### config.mk
export PLATFORM = sky130hd
export DESIGN_NAME = rwgc_core
export DESIGN_NICKNAME = d
export VERILOG_FILES = /design/src/inc/rwgc_pkg.sv /design/src/core/rwgc_fifo.sv /design/src/core/rwgc_seed_chk.sv /design/src/core/rwgc_core.sv
export SDC_FILE = /design/constraint.sdc
export NUM_CORES = 1
export LEC_CHECK = 0
export ABC_AREA = 1
export BUFFER_PORTS_ARGS = -buffer_cell sky130_fd_sc_hd__buf_2
export CAP_MARGIN = 15
export CORE_MARGIN = 3
export CORE_UTILIZATION = 61
export CTS_CLUSTER_DIAMETER = 200
export CTS_CLUSTER_SIZE = 10
export DETAILED_ROUTE_END_ITERATION = 16
export PLACE_DENSITY = 0.9
export REMOVE_ABC_BUFFERS = 1
export SYNTH_ARGS = -nofsm -noshare
export SYNTH_HDL_FRONTEND = slang
export SYNTH_SLANG_ARGS = --single-unit
### constraint.sdc
create_clock -name clk_in -period 3.81 [get_ports clk_in]
set_input_delay 0.762 -clock clk_in [delete_from_list [all_inputs] [get_ports clk_in]]
set_output_delay 0.762 -clock clk_in [all_outputs]
set_load 0.01 [all_outputs]
### src/inc/rwgc_pkg.sv
package rwgc_pkg;
    // register offsets
    localparam logic [7:0] OFF_CTRL = 8'h00;
    localparam logic [7:0] OFF_STATUS = 8'h04;
    localparam logic [7:0] OFF_DATA = 8'h08;
    localparam logic [7:0] OFF_IRQ_STAT = 8'h0C;
    localparam logic [7:0] OFF_IRQ_CLR = 8'h10;
    localparam logic [7:0] OFF_IRQ_EN = 8'h14;
    // control bits
    localparam int CTRL_EN = 0;
    localparam int CTRL_CKDIS = 1;
    localparam int CTRL_SLPKEEP = 2;
    localparam int CTRL_W = 3;
    localparam logic [2:0] CTRL_RST = 3'h0;
    // live status bits
    localparam int ST_RDY = 0;
    localparam int ST_CLKERR = 1;
    localparam int ST_SEEDERR = 2;
    // event bits
    localparam int EV_SEED = 0;
    localparam int EV_CLK = 1;
    localparam int EV_W = 2;
    localparam logic [1:0] EV_RST = 2'h0;
    // data path and timing
    localparam int WORD_W = 32;
    localparam int NOISE_W = 4;
    localparam int FIFO_DEPTH = 4;
    localparam int MIX_ROT = 7;
    localparam logic [2:0] ROUND_WORDS = 3'h4;
    localparam logic [1:0] LOAD_LAST = 2'h3;
    localparam logic [7:0] ROUND_MIN_CYC = 8'hD5;
    localparam logic [4:0] BITS_LAST = 5'h1F;
    localparam logic [6:0] SAME_LIM = 7'h40;
    localparam logic [6:0] ALT_LIM = 7'h20;
    localparam logic [5:0] CLK_DIV = 6'h20;

    typedef struct packed {
        logic [7:0] addr;
        logic [WORD_W-1:0] wdata;
        logic wr;
        logic rd;
    } rwgc_bus_t;

    typedef enum logic [1:0] {
        PWR_RUN = 2'h0,
        PWR_SLEEP = 2'h1,
        PWR_STOP = 2'h2,
        PWR_OFF = 2'h3
    } rwgc_pwr_t;

    typedef enum logic [1:0] {
        S_IDLE = 2'h0,
        S_COLLECT = 2'h1,
        S_HOLD = 2'h3,
        S_LOAD = 2'h2
    } rwgc_state_t;
endpackage : rwgc_pkg

### src/core/rwgc_fifo.sv
`timescale 1ns/1ps
module rwgc_fifo (
    input wire logic clk_in,
    input wire logic resetn_in,
    input wire logic push_in,
    input wire logic [rwgc_pkg::WORD_W-1:0] push_data_in,
    input wire logic pop_in,
    output logic [rwgc_pkg::WORD_W-1:0] head_out,
    output logic full_out,
    output logic empty_out
);
    logic [rwgc_pkg::WORD_W-1:0] mem_ff [rwgc_pkg::FIFO_DEPTH];
    logic [1:0] wr_ptr_ff;
    logic [1:0] rd_ptr_ff;
    logic [2:0] cnt_ff;
    logic do_push;
    logic do_pop;

    assign do_push = push_in && (cnt_ff != 3'(rwgc_pkg::FIFO_DEPTH));
    assign do_pop = pop_in && (cnt_ff != 3'h0);
    assign head_out = mem_ff[rd_ptr_ff];
    assign full_out = (cnt_ff == 3'(rwgc_pkg::FIFO_DEPTH));
    assign empty_out = (cnt_ff == 3'h0);

    always_ff @(posedge clk_in) begin
        if (do_push) begin
            mem_ff[wr_ptr_ff] <= push_data_in;
        end
    end

    always_ff @(posedge clk_in) begin
        if (!resetn_in) begin
            wr_ptr_ff <= 2'h0;
            rd_ptr_ff <= 2'h0;
            cnt_ff <= 3'h0;
        end else begin
            if (do_push) begin
                wr_ptr_ff <= wr_ptr_ff + 2'h1;
            end
            if (do_pop) begin
                rd_ptr_ff <= rd_ptr_ff + 2'h1;
            end
            cnt_ff <= cnt_ff + 3'(do_push) - 3'(do_pop);
        end
    end
endmodule : rwgc_fifo

### src/core/rwgc_seed_chk.sv
`timescale 1ns/1ps
module rwgc_seed_chk (
    input wire logic clk_in,
    input wire logic resetn_in,
    input wire logic clear_in,
    input wire logic bit_vld_in,
    input wire logic bit_in,
    output logic seed_err_out
);
    logic last_ff;
    logic have_ff;
    logic [6:0] same_cnt_ff;
    logic [6:0] alt_cnt_ff;

    // run length counters
    always_ff @(posedge clk_in) begin
        if (!resetn_in || clear_in) begin
            last_ff <= 1'h0;
            have_ff <= 1'h0;
            same_cnt_ff <= 7'h0;
            alt_cnt_ff <= 7'h0;
        end else if (bit_vld_in) begin
            last_ff <= bit_in;
            have_ff <= 1'h1;
            if (have_ff && (bit_in == last_ff)) begin
                same_cnt_ff <= (same_cnt_ff == 7'h7F) ? same_cnt_ff : same_cnt_ff + 7'h1;
                alt_cnt_ff <= 7'h1;
            end else begin
                same_cnt_ff <= 7'h1;
                alt_cnt_ff <= (alt_cnt_ff == 7'h7F) ? alt_cnt_ff : alt_cnt_ff + 7'h1;
            end
        end
    end

    // [RL4] [RL5] live pattern error
    always_ff @(posedge clk_in) begin
        if (!resetn_in) begin
            seed_err_out <= 1'h0;
        end else begin
            seed_err_out <= (same_cnt_ff > rwgc_pkg::SAME_LIM) || (alt_cnt_ff > rwgc_pkg::ALT_LIM);
        end
    end
endmodule : rwgc_seed_chk

### src/core/rwgc_core.sv
`timescale 1ns/1ps
// Behaviour
// [RL1] four 32-bit words per round, min 213 cycles
// [RL2] ready flag only after validated words
// [RL3] reader checks ready flag before data
// [RL4] flag seed error on over 64 equal bits
// [RL5] flag seed error on over 32 alternations
// [RL6] flag clock error below bus clock/32
// [RL7] control bit disables clock check
// [RL8] software disables check for slow clock
// [RL9] enabled interrupt on seed or clock error
// [RL10] sample noise on generator clock, xor
// [RL11] words pass through four-word fifo
// [RL12] ready set when fifo full
// [RL13] ready cleared when fifo empty
// [RL14] runs in run, optionally sleep only
// [RL15] data read pops oldest word
// [RL16] live flags track conditions in parallel
module rwgc_core (
    input wire logic clk_in,
    input wire logic resetn_in,
    input wire rwgc_pkg::rwgc_bus_t bus_in,
    input wire logic gen_clk_in,
    input wire logic [rwgc_pkg::NOISE_W-1:0] noise_in,
    input wire rwgc_pkg::rwgc_pwr_t pwr_state_in,
    output logic [rwgc_pkg::WORD_W-1:0] rd_data_out,
    output logic irq_out,
    output logic gen_active_out
);
    localparam int ROUND_MIN_M1 = int'(rwgc_pkg::ROUND_MIN_CYC) - 1;

    function automatic logic [rwgc_pkg::WORD_W-1:0] mix(
        input logic [rwgc_pkg::WORD_W-1:0] a,
        input logic [rwgc_pkg::WORD_W-1:0] p
    );
        mix = a ^ ((p << rwgc_pkg::MIX_ROT) | (p >> (rwgc_pkg::WORD_W - rwgc_pkg::MIX_ROT)));
    endfunction : mix

    ////////////////////////////////////////////////////////////////
    // declarations
    logic gen_s1_ff;
    logic gen_s2_ff;
    logic gen_s3_ff;
    logic [rwgc_pkg::NOISE_W-1:0] noise_s1_ff;
    logic [rwgc_pkg::NOISE_W-1:0] noise_s2_ff;
    logic gen_edge;
    logic gen_on_ff;
    logic nxt_gen_on;
    logic [rwgc_pkg::CTRL_W-1:0] ctrl_ff;
    logic [5:0] clk_cnt_ff;
    logic clk_err_ff;
    logic seed_err;
    logic seed_err_d_ff;
    logic clk_err_d_ff;
    logic seed_vld;
    logic seed_bit;
    logic [rwgc_pkg::WORD_W-1:0] acc_ff;
    logic [4:0] bit_cnt_ff;
    logic [rwgc_pkg::WORD_W-1:0] prev_ff;
    logic word_vld;
    logic [rwgc_pkg::WORD_W-1:0] word_new;
    logic [rwgc_pkg::WORD_W-1:0] stage_ff [rwgc_pkg::FIFO_DEPTH];
    logic [2:0] word_idx_ff;
    logic [1:0] load_idx_ff;
    logic [7:0] round_cnt_ff;
    rwgc_pkg::rwgc_state_t state_ff;
    rwgc_pkg::rwgc_state_t nxt_state;
    logic fifo_push;
    logic fifo_pop;
    logic [rwgc_pkg::WORD_W-1:0] fifo_head;
    logic fifo_full;
    logic fifo_empty;
    logic rdy_ff;
    logic [rwgc_pkg::EV_W-1:0] irq_stat_ff;
    logic [rwgc_pkg::EV_W-1:0] irq_en_ff;
    logic [rwgc_pkg::EV_W-1:0] ev;
    logic [rwgc_pkg::EV_W-1:0] clr;
    logic wr_hit_clr;
    logic round_ok;

    ////////////////////////////////////////////////////////////////
    // pin synchronisers
    always_ff @(posedge clk_in) begin
        if (!resetn_in) begin
            gen_s1_ff <= 1'h0;
            gen_s2_ff <= 1'h0;
            gen_s3_ff <= 1'h0;
            noise_s1_ff <= '0;
            noise_s2_ff <= '0;
        end else begin
            gen_s1_ff <= gen_clk_in;
            gen_s2_ff <= gen_s1_ff;
            gen_s3_ff <= gen_s2_ff;
            noise_s1_ff <= noise_in;
            noise_s2_ff <= noise_s1_ff;
        end
    end

    assign gen_edge = gen_s2_ff && !gen_s3_ff;

    ////////////////////////////////////////////////////////////////
    // power gating
    always_comb begin
        nxt_gen_on = 1'h0;
        // [RL14] power state gating
        case (pwr_state_in)
            rwgc_pkg::PWR_RUN: nxt_gen_on = ctrl_ff[rwgc_pkg::CTRL_EN];
            rwgc_pkg::PWR_SLEEP: begin
                nxt_gen_on = ctrl_ff[rwgc_pkg::CTRL_EN] && ctrl_ff[rwgc_pkg::CTRL_SLPKEEP];
            end
            default: nxt_gen_on = 1'h0;
        endcase
    end

    always_ff @(posedge clk_in) begin
        if (!resetn_in) begin
            gen_on_ff <= 1'h0;
        end else begin
            gen_on_ff <= nxt_gen_on;
        end
    end

    ////////////////////////////////////////////////////////////////
    // clock frequency check
    always_ff @(posedge clk_in) begin
        if (!resetn_in) begin
            clk_cnt_ff <= 6'h0;
        end else if (!gen_on_ff || gen_edge) begin
            clk_cnt_ff <= 6'h0;
        end else if (clk_cnt_ff != rwgc_pkg::CLK_DIV) begin
            clk_cnt_ff <= clk_cnt_ff + 6'h1;
        end
    end

    always_ff @(posedge clk_in) begin
        if (!resetn_in) begin
            clk_err_ff <= 1'h0;
        end else begin
            // [RL6] [RL7] [RL16] live clock error
            clk_err_ff <= gen_on_ff && !ctrl_ff[rwgc_pkg::CTRL_CKDIS] && (clk_cnt_ff == rwgc_pkg::CLK_DIV);
        end
    end

    ////////////////////////////////////////////////////////////////
    // seed sampling and checking
    // [RL10] xor of sampled oscillators
    assign seed_vld = gen_on_ff && gen_edge;
    assign seed_bit = ^noise_s2_ff;

    // [RL16] seed check beside generation
    rwgc_seed_chk u_seed_chk (
        .clk_in(clk_in),
        .resetn_in(resetn_in),
        .clear_in(!gen_on_ff),
        .bit_vld_in(seed_vld),
        .bit_in(seed_bit),
        .seed_err_out(seed_err)
    );

    ////////////////////////////////////////////////////////////////
    // post processing
    assign word_vld = seed_vld && (bit_cnt_ff == rwgc_pkg::BITS_LAST);
    assign word_new = mix({acc_ff[rwgc_pkg::WORD_W-2:0], seed_bit}, prev_ff);

    always_ff @(posedge clk_in) begin
        if (!resetn_in) begin
            acc_ff <= '0;
            bit_cnt_ff <= 5'h0;
            prev_ff <= '0;
        end else if (!gen_on_ff) begin
            bit_cnt_ff <= 5'h0;
        end else if (seed_vld) begin
            acc_ff <= {acc_ff[rwgc_pkg::WORD_W-2:0], seed_bit};
            bit_cnt_ff <= bit_cnt_ff + 5'h1;
            if (word_vld) begin
                prev_ff <= word_new;
            end
        end
    end

    ////////////////////////////////////////////////////////////////
    // round sequencer
    assign round_ok = (round_cnt_ff >= (rwgc_pkg::ROUND_MIN_CYC - 8'h1)) && fifo_empty && !seed_err;

    always_comb begin
        nxt_state = state_ff;
        case (state_ff)
            rwgc_pkg::S_IDLE: begin
                if (gen_on_ff) begin
                    nxt_state = rwgc_pkg::S_COLLECT;
                end
            end
            rwgc_pkg::S_COLLECT: begin
                if (word_idx_ff == rwgc_pkg::ROUND_WORDS) begin
                    nxt_state = rwgc_pkg::S_HOLD;
                end
            end
            rwgc_pkg::S_HOLD: begin
                // [RL1] [RL2] minimum round, validated words
                if (seed_err) begin
                    nxt_state = rwgc_pkg::S_COLLECT;
                end else if (round_ok) begin
                    nxt_state = rwgc_pkg::S_LOAD;
                end
            end
            rwgc_pkg::S_LOAD: begin
                if (load_idx_ff == rwgc_pkg::LOAD_LAST) begin
                    nxt_state = rwgc_pkg::S_COLLECT;
                end
            end
            default: nxt_state = rwgc_pkg::S_IDLE;
        endcase
        if (!gen_on_ff) begin
            nxt_state = rwgc_pkg::S_IDLE;
        end
    end

    always_ff @(posedge clk_in) begin
        if (!resetn_in) begin
            state_ff <= rwgc_pkg::S_IDLE;
        end else begin
            state_ff <= nxt_state;
        end
    end

    always_ff @(posedge clk_in) begin
        if (!resetn_in) begin
            round_cnt_ff <= 8'h0;
        end else if (nxt_state == rwgc_pkg::S_COLLECT && state_ff != rwgc_pkg::S_COLLECT) begin
            round_cnt_ff <= 8'h0;
        end else if (round_cnt_ff != 8'hFF) begin
            round_cnt_ff <= round_cnt_ff + 8'h1;
        end
    end

    // [RL1] four words per round
    always_ff @(posedge clk_in) begin
        if (!resetn_in) begin
            word_idx_ff <= 3'h0;
        end else if (state_ff != rwgc_pkg::S_COLLECT || seed_err) begin
            word_idx_ff <= 3'h0;
        end else if (word_vld && word_idx_ff != rwgc_pkg::ROUND_WORDS) begin
            word_idx_ff <= word_idx_ff + 3'h1;
        end
    end

    always_ff @(posedge clk_in) begin
        if (state_ff == rwgc_pkg::S_COLLECT && word_vld && word_idx_ff != rwgc_pkg::ROUND_WORDS) begin
            stage_ff[word_idx_ff[1:0]] <= word_new;
        end
    end

    always_ff @(posedge clk_in) begin
        if (!resetn_in) begin
            load_idx_ff <= 2'h0;
        end else if (state_ff == rwgc_pkg::S_LOAD) begin
            load_idx_ff <= load_idx_ff + 2'h1;
        end else begin
            load_idx_ff <= 2'h0;
        end
    end

    ////////////////////////////////////////////////////////////////
    // output fifo
    // [RL11] words pass fifo
    assign fifo_push = (state_ff == rwgc_pkg::S_LOAD);
    // [RL15] read pops head
    assign fifo_pop = bus_in.rd && (bus_in.addr == rwgc_pkg::OFF_DATA) && !fifo_empty;

    rwgc_fifo u_fifo (
        .clk_in(clk_in),
        .resetn_in(resetn_in),
        .push_in(fifo_push),
        .push_data_in(stage_ff[load_idx_ff]),
        .pop_in(fifo_pop),
        .head_out(fifo_head),
        .full_out(fifo_full),
        .empty_out(fifo_empty)
    );

    always_ff @(posedge clk_in) begin
        if (!resetn_in) begin
            rdy_ff <= 1'h0;
        end else if (fifo_full) begin
            // [RL12] ready on full
            rdy_ff <= 1'h1;
        end else if (fifo_empty) begin
            // [RL13] clear on empty
            rdy_ff <= 1'h0;
        end
    end

    ////////////////////////////////////////////////////////////////
    // registers and interrupt
    always_ff @(posedge clk_in) begin
        if (!resetn_in) begin
            ctrl_ff <= rwgc_pkg::CTRL_RST;
            irq_en_ff <= rwgc_pkg::EV_RST;
        end else if (bus_in.wr) begin
            if (bus_in.addr == rwgc_pkg::OFF_CTRL) begin
                ctrl_ff <= bus_in.wdata[rwgc_pkg::CTRL_W-1:0];
            end
            if (bus_in.addr == rwgc_pkg::OFF_IRQ_EN) begin
                irq_en_ff <= bus_in.wdata[rwgc_pkg::EV_W-1:0];
            end
        end
    end

    always_ff @(posedge clk_in) begin
        if (!resetn_in) begin
            seed_err_d_ff <= 1'h0;
            clk_err_d_ff <= 1'h0;
        end else begin
            seed_err_d_ff <= seed_err;
            clk_err_d_ff <= clk_err_ff;
        end
    end

    assign ev = {clk_err_ff && !clk_err_d_ff, seed_err && !seed_err_d_ff};
    assign wr_hit_clr = bus_in.wr && (bus_in.addr == rwgc_pkg::OFF_IRQ_CLR);
    assign clr = wr_hit_clr ? bus_in.wdata[rwgc_pkg::EV_W-1:0] : rwgc_pkg::EV_RST;

    // [RL9] sticky events, set wins
    always_ff @(posedge clk_in) begin
        if (!resetn_in) begin
            irq_stat_ff <= rwgc_pkg::EV_RST;
        end else begin
            irq_stat_ff <= (irq_stat_ff & ~clr) | ev;
        end
    end

    always_ff @(posedge clk_in) begin
        if (!resetn_in) begin
            irq_out <= 1'h0;
        end else begin
            irq_out <= |(irq_stat_ff & irq_en_ff);
        end
    end

    always_ff @(posedge clk_in) begin
        if (!resetn_in) begin
            gen_active_out <= 1'h0;
        end else begin
            gen_active_out <= gen_on_ff;
        end
    end

    always_ff @(posedge clk_in) begin
        if (!resetn_in) begin
            rd_data_out <= '0;
        end else if (bus_in.rd) begin
            case (bus_in.addr)
                rwgc_pkg::OFF_CTRL: rd_data_out <= rwgc_pkg::WORD_W'(ctrl_ff);
                rwgc_pkg::OFF_STATUS: begin
                    rd_data_out <= rwgc_pkg::WORD_W'({seed_err, clk_err_ff, rdy_ff});
                end
                rwgc_pkg::OFF_DATA: rd_data_out <= fifo_empty ? '0 : fifo_head;
                rwgc_pkg::OFF_IRQ_STAT: rd_data_out <= rwgc_pkg::WORD_W'(irq_stat_ff);
                rwgc_pkg::OFF_IRQ_EN: rd_data_out <= rwgc_pkg::WORD_W'(irq_en_ff);
                default: rd_data_out <= '0;
            endcase
        end else begin
            rd_data_out <= '0;
        end
    end
endmodule : rwgc_core

==> impl_metrics.py <==
metrics = {
    "route": {
        "iteration_count_of_the_initial_detailed_routing_pass": 6,
        "drt-wirelength-per-cell_um": 18.6,
        "route.vias.total": 11500,
        "drtAntennaViolNets": 0,
        "wl_um": 35800,
        "post-route-drc-count": 0,
        "detail_route.iter0.violations": 1260,
        "viasPerCell": 5.97,
    },
    "sta": {
        "max_slew_violation_count": 0,
        "timing.slew.headroom_pct": 26.9,
        "clock_skew_ns": 0.0240,
        "final.min_clock_period_ns": 2.75,
        "setup-violations-final": 0,
        "postLayoutSetupSlackWorst_ns": 1.06,
        "setup_repair_after_global_routing_missed_its_margin": "no",
        "measured_slew_at_the_worst_slew_check_pin_ns": 1.10,
        "fin_crit_sh_pct": 72.1,
        "fmax_mhz": 364,
        "timing_hold_violations_final": 0,
    },
    "synthesis": {
        "synth-edff-count": 256,
        "synth-async-reset-ratio_pct": 0,
        "synth.avg_cell_area_um2": 11.0,
        "synth_cell_types": 39,
        "synthCells": 1496,
        "synth-seq-area-share_pct": 67.9,
        "yosys_register_bits": 428,
        "number_of_warnings_printed_during_yosys_synthesis": 0,
        "post_synthesis_cell_area_um2": 16400,
        "leading_register_cell_type_out_of_synthesis": "sky130_fd_sc_hd__edfxtp_1",
    },
    "placement": {
        "post_place_setup_slack_ns": 0.842,
        "hpwl_reported_at_the_end_of_detailed_placement_um": 19900,
        "port_buffers": 55,
        "gp_congestion": 0.807,
    },
    "power_and_ir_drop": {
        "power.share.switching_pct": 19.1,
        "portion_of_total_power_attributed_to_the_clock_network_pct": 45.2,
        "totalPowerFinal_uw": 8990,
        "p_comb_share_pct": 0.7,
        "p_sw_uw": 1710,
        "power.density_nw_per_um2": 491,
        "share_seq_of_total_power_pct": 54.1,
        "power.ir.vdd_worst_v": 0.000311,
        "power.internal_uw": 7280,
        "leakage_power_of_the_design_uw": 0.00704,
    },
    "layout": {
        "fillCellCount": 1623,
        "flow.area_growth_from_synthesis_pct": 11.8,
        "finalNetCount": 1623,
        "num_antenna_cells": 0,
        "drive_gt1_share_pct": 9.85,
        "footprint_of_the_multi_input_gates_um2": 4610,
        "ff_latch_area_um2": 11100,
    },
    "global_route": {
        "antenna_found_initial": 1,
        "grt_max_degree": 80,
        "grt_use_total_pct": 24.3,
        "vias_in_the_first_global_route": 11500,
        "global_route_wire_length_before_repair_um": 56400,
        "overflow": 0,
    },
    "worst_setup_path": {
        "critical_path.max_fanout": 32,
        "setup.reg_to_reg.worst_slack_ns": 1.06,
        "path_class": "reg2reg",
        "critPathRequiredTime_ns": 3.97,
        "worstSetupEndpointType": "flip-flop",
        "worst_r2r_endpoint": "stage_ff[0][24]",
        "r2r_start": "bit_cnt_ff[0]",
        "timing.critical_path.arrival_ns": 2.91,
        "worst_setup_path_start_kind": "flip-flop",
        "r2r.worst_path.cells": 10,
    },
    "clock_tree": {
        "clkSlewWorstSetupHoldPaths_ns": 0.06,
        "clk_latency_ns": 0.54,
        "hold_buffers": 0,
        "number_of_buffers_inserted_during_clock_tree_synthesis": 48,
        "post-cts-setup-buffer-count": 0,
        "cts_repair_resize_count": 0,
        "clkSinkCount": 428,
        "clock-root-buffer": "sky130_fd_sc_hd__clkbuf_16",
        "cts_tree": "built",
        "ctsLongestPathBuffers": 3,
        "cts-htree-levels": 2,
    },
    "floorplanning": {
        "rows": 59,
        "die_width_um": 170,
        "fp.dieArea_um2": 28900,
        "design.core.area_um2": 26300,
        "floorplan.die.height_um": 170,
        "boundaryPins": 85,
        "initial_core_util_pct": 62.4,
    },
    "job": {
        "maxCapViolCount": 0,
    },
    "worst_hold_path": {
        "holdCritStartpoint": "pwr_state_in[1]",
        "timing.hold.worst.class": "in2reg",
        "hold_path_depth": 2,
        "holdPathEnd": "gen_on_ff",
    },
    "outcome": {
        "run_status": "finished clean",
    },
}
power by group through the flow:
stage	Clock, uW	Sequential [uW]	Combinational [uW]
detailed placement	0	4960	63.6
CTS	4090	4870	64.7
global placement	0	4960	60.7
floorplan	0	4960	36.4
global route	4280	4860	73.8
finish	4060	4870	65.0
placed cells by master (no fill, tap or decap), types with 5 or more instances in the layout:
cell type and n:
sky130_fd_sc_hd__ha_1 21, sky130_fd_sc_hd__o22ai_1 36, sky130_fd_sc_hd__nor2_1 121, sky130_fd_sc_hd__edfxtp_1 256, sky130_fd_sc_hd__clkbuf_16 49, sky130_fd_sc_hd__inv_1 95
sky130_fd_sc_hd__a211oi_1 22, sky130_fd_sc_hd__a21oi_1 158, sky130_fd_sc_hd__o21ai_0 88, sky130_fd_sc_hd__buf_2 55, sky130_fd_sc_hd__a31oi_1 5, sky130_fd_sc_hd__a211oi_2 10
sky130_fd_sc_hd__buf_4 20, sky130_fd_sc_hd__nand3_1 71, sky130_fd_sc_hd__nor2_2 10, sky130_fd_sc_hd__nor3_1 6, sky130_fd_sc_hd__clkbuf_1 33, sky130_fd_sc_hd__xor2_1 43
sky130_fd_sc_hd__nand2_1 270, sky130_fd_sc_hd__nand4_1 11, sky130_fd_sc_hd__dfxtp_1 170
cells in the mapped netlist (3+ instances only):
| cell | number | area share, % |
|---|---|---|
| sky130_fd_sc_hd__o22ai_1 | 36 | 1.4 |
| sky130_fd_sc_hd__and3_1 | 3 | 0.11 |
| sky130_fd_sc_hd__clkinv_1 | 3 | 0.069 |
| sky130_fd_sc_hd__o21ai_0 | 88 | 2.7 |
| sky130_fd_sc_hd__nor2_1 | 129 | 3.0 |
| sky130_fd_sc_hd__a211oi_1 | 22 | 1.0 |
| sky130_fd_sc_hd__a211oi_2 | 10 | 0.76 |
| sky130_fd_sc_hd__ha_1 | 21 | 1.6 |
| sky130_fd_sc_hd__buf_2 | 8 | 0.24 |
| sky130_fd_sc_hd__buf_4 | 3 | 0.14 |
| sky130_fd_sc_hd__nand4_1 | 11 | 0.42 |
| sky130_fd_sc_hd__dfxtp_1 | 172 | 21 |
| sky130_fd_sc_hd__a31oi_1 | 5 | 0.19 |
| sky130_fd_sc_hd__a21oi_1 | 158 | 4.8 |
| sky130_fd_sc_hd__nand2_1 | 270 | 6.2 |
| sky130_fd_sc_hd__nand3_1 | 71 | 2.2 |
| sky130_fd_sc_hd__xnor2_1 | 4 | 0.21 |
| sky130_fd_sc_hd__clkbuf_1 | 55 | 1.3 |
| sky130_fd_sc_hd__inv_1 | 95 | 2.2 |
| sky130_fd_sc_hd__inv_2 | 3 | 0.069 |
| sky130_fd_sc_hd__edfxtp_1 | 256 | 47 |
| sky130_fd_sc_hd__nor3_1 | 6 | 0.18 |
| sky130_fd_sc_hd__buf_1 | 3 | 0.069 |
| sky130_fd_sc_hd__xor2_1 | 43 | 2.3 |
cell families after synthesis:
kind of cell,Yosys count,share of synthesized area (%)
compound gates,326,11.2
xor+xnor,47,2.51
fa+ha+maj,22,1.72
buf+inv,172,4.16
flops,428,67.9
simple gates,501,12.6
how the worst max path moves through the flow:
stage / from / endpoint / slack, ns / cells past startpoint
6_report: bit_cnt_ff[0] / stage_ff[0][24] / 1.06 / 10
5_1_grt: bit_cnt_ff[0] / stage_ff[0][31] / 0.90 / 10
4_1_cts: bit_cnt_ff[0] / stage_ff[0][17] / 1.11 / 10
3_5_place_dp: bus_in[41] / u_fifo.cnt_ff[2] / 0.84 / 14
3_3_place_gp: bus_in[41] / u_fifo.cnt_ff[2] / 0.93 / 14
2_1_floorplan: gen_s2_ff / stage_ff[0][0] / -0.1 / 8
area by class of cell:
cell class	count	share of cell area [%]
sequential	428	60.7
multi-input combinational	896	25.2
clock buffer	83	7.44
timing repair buffer	75	2.32
tap	335	2.29
inverter	101	2.07
flip-flops by register name, summed over array words and instances, names as in the netlist, 4 cells and up, named ones only:
name and flops:
bit_cnt_ff 5, rd_data_out 32, u_seed_chk.alt_cnt_ff 7, prev_ff 32, noise_s1_ff 4, u_fifo.mem_ff 128, noise_s2_ff 4, u_seed_chk.same_cnt_ff 7
stage_ff 128, round_cnt_ff 8, acc_ff 31, clk_cnt_ff 6
metal layers:
layer,vias to the layer above,track usage [%],wire length [um]
met5,-,0,0
met4,0,9.88,1140
met3,105,4.18,3100
met2,591,43.2,18400
met1,5485,29.5,13100
li1,5279,-,-
worst max-delay path: stages (launching register included):
cell and delay [ns]:
sky130_fd_sc_hd__dfxtp_1 0.38, sky130_fd_sc_hd__ha_1 0.19, sky130_fd_sc_hd__inv_1 0.06, sky130_fd_sc_hd__nor2_1 0.10
sky130_fd_sc_hd__ha_1 0.14, sky130_fd_sc_hd__buf_4 0.32, sky130_fd_sc_hd__nand3_1 0.24, sky130_fd_sc_hd__inv_1 0.17
sky130_fd_sc_hd__nand2_1 0.17, sky130_fd_sc_hd__nor2_2 0.13, sky130_fd_sc_hd__buf_4 0.43
stage by stage:
stage               cells  setup TNS [ns]  hold slack (ns)  utilization [%]  cell area [um^2]
global route         1918               0            0.380             69.8             18300
CTS                  1918               0            0.369             69.8             18300
detailed placement   1835               0            0.403             64.6             17000
floorplan            1425          -12.18            0.390                -             16100
finish               1918               0            0.378             69.8             18300
global placement     1835               0            0.399             64.6             17000
Note: power is estimated with default switching activity, not from simulation.
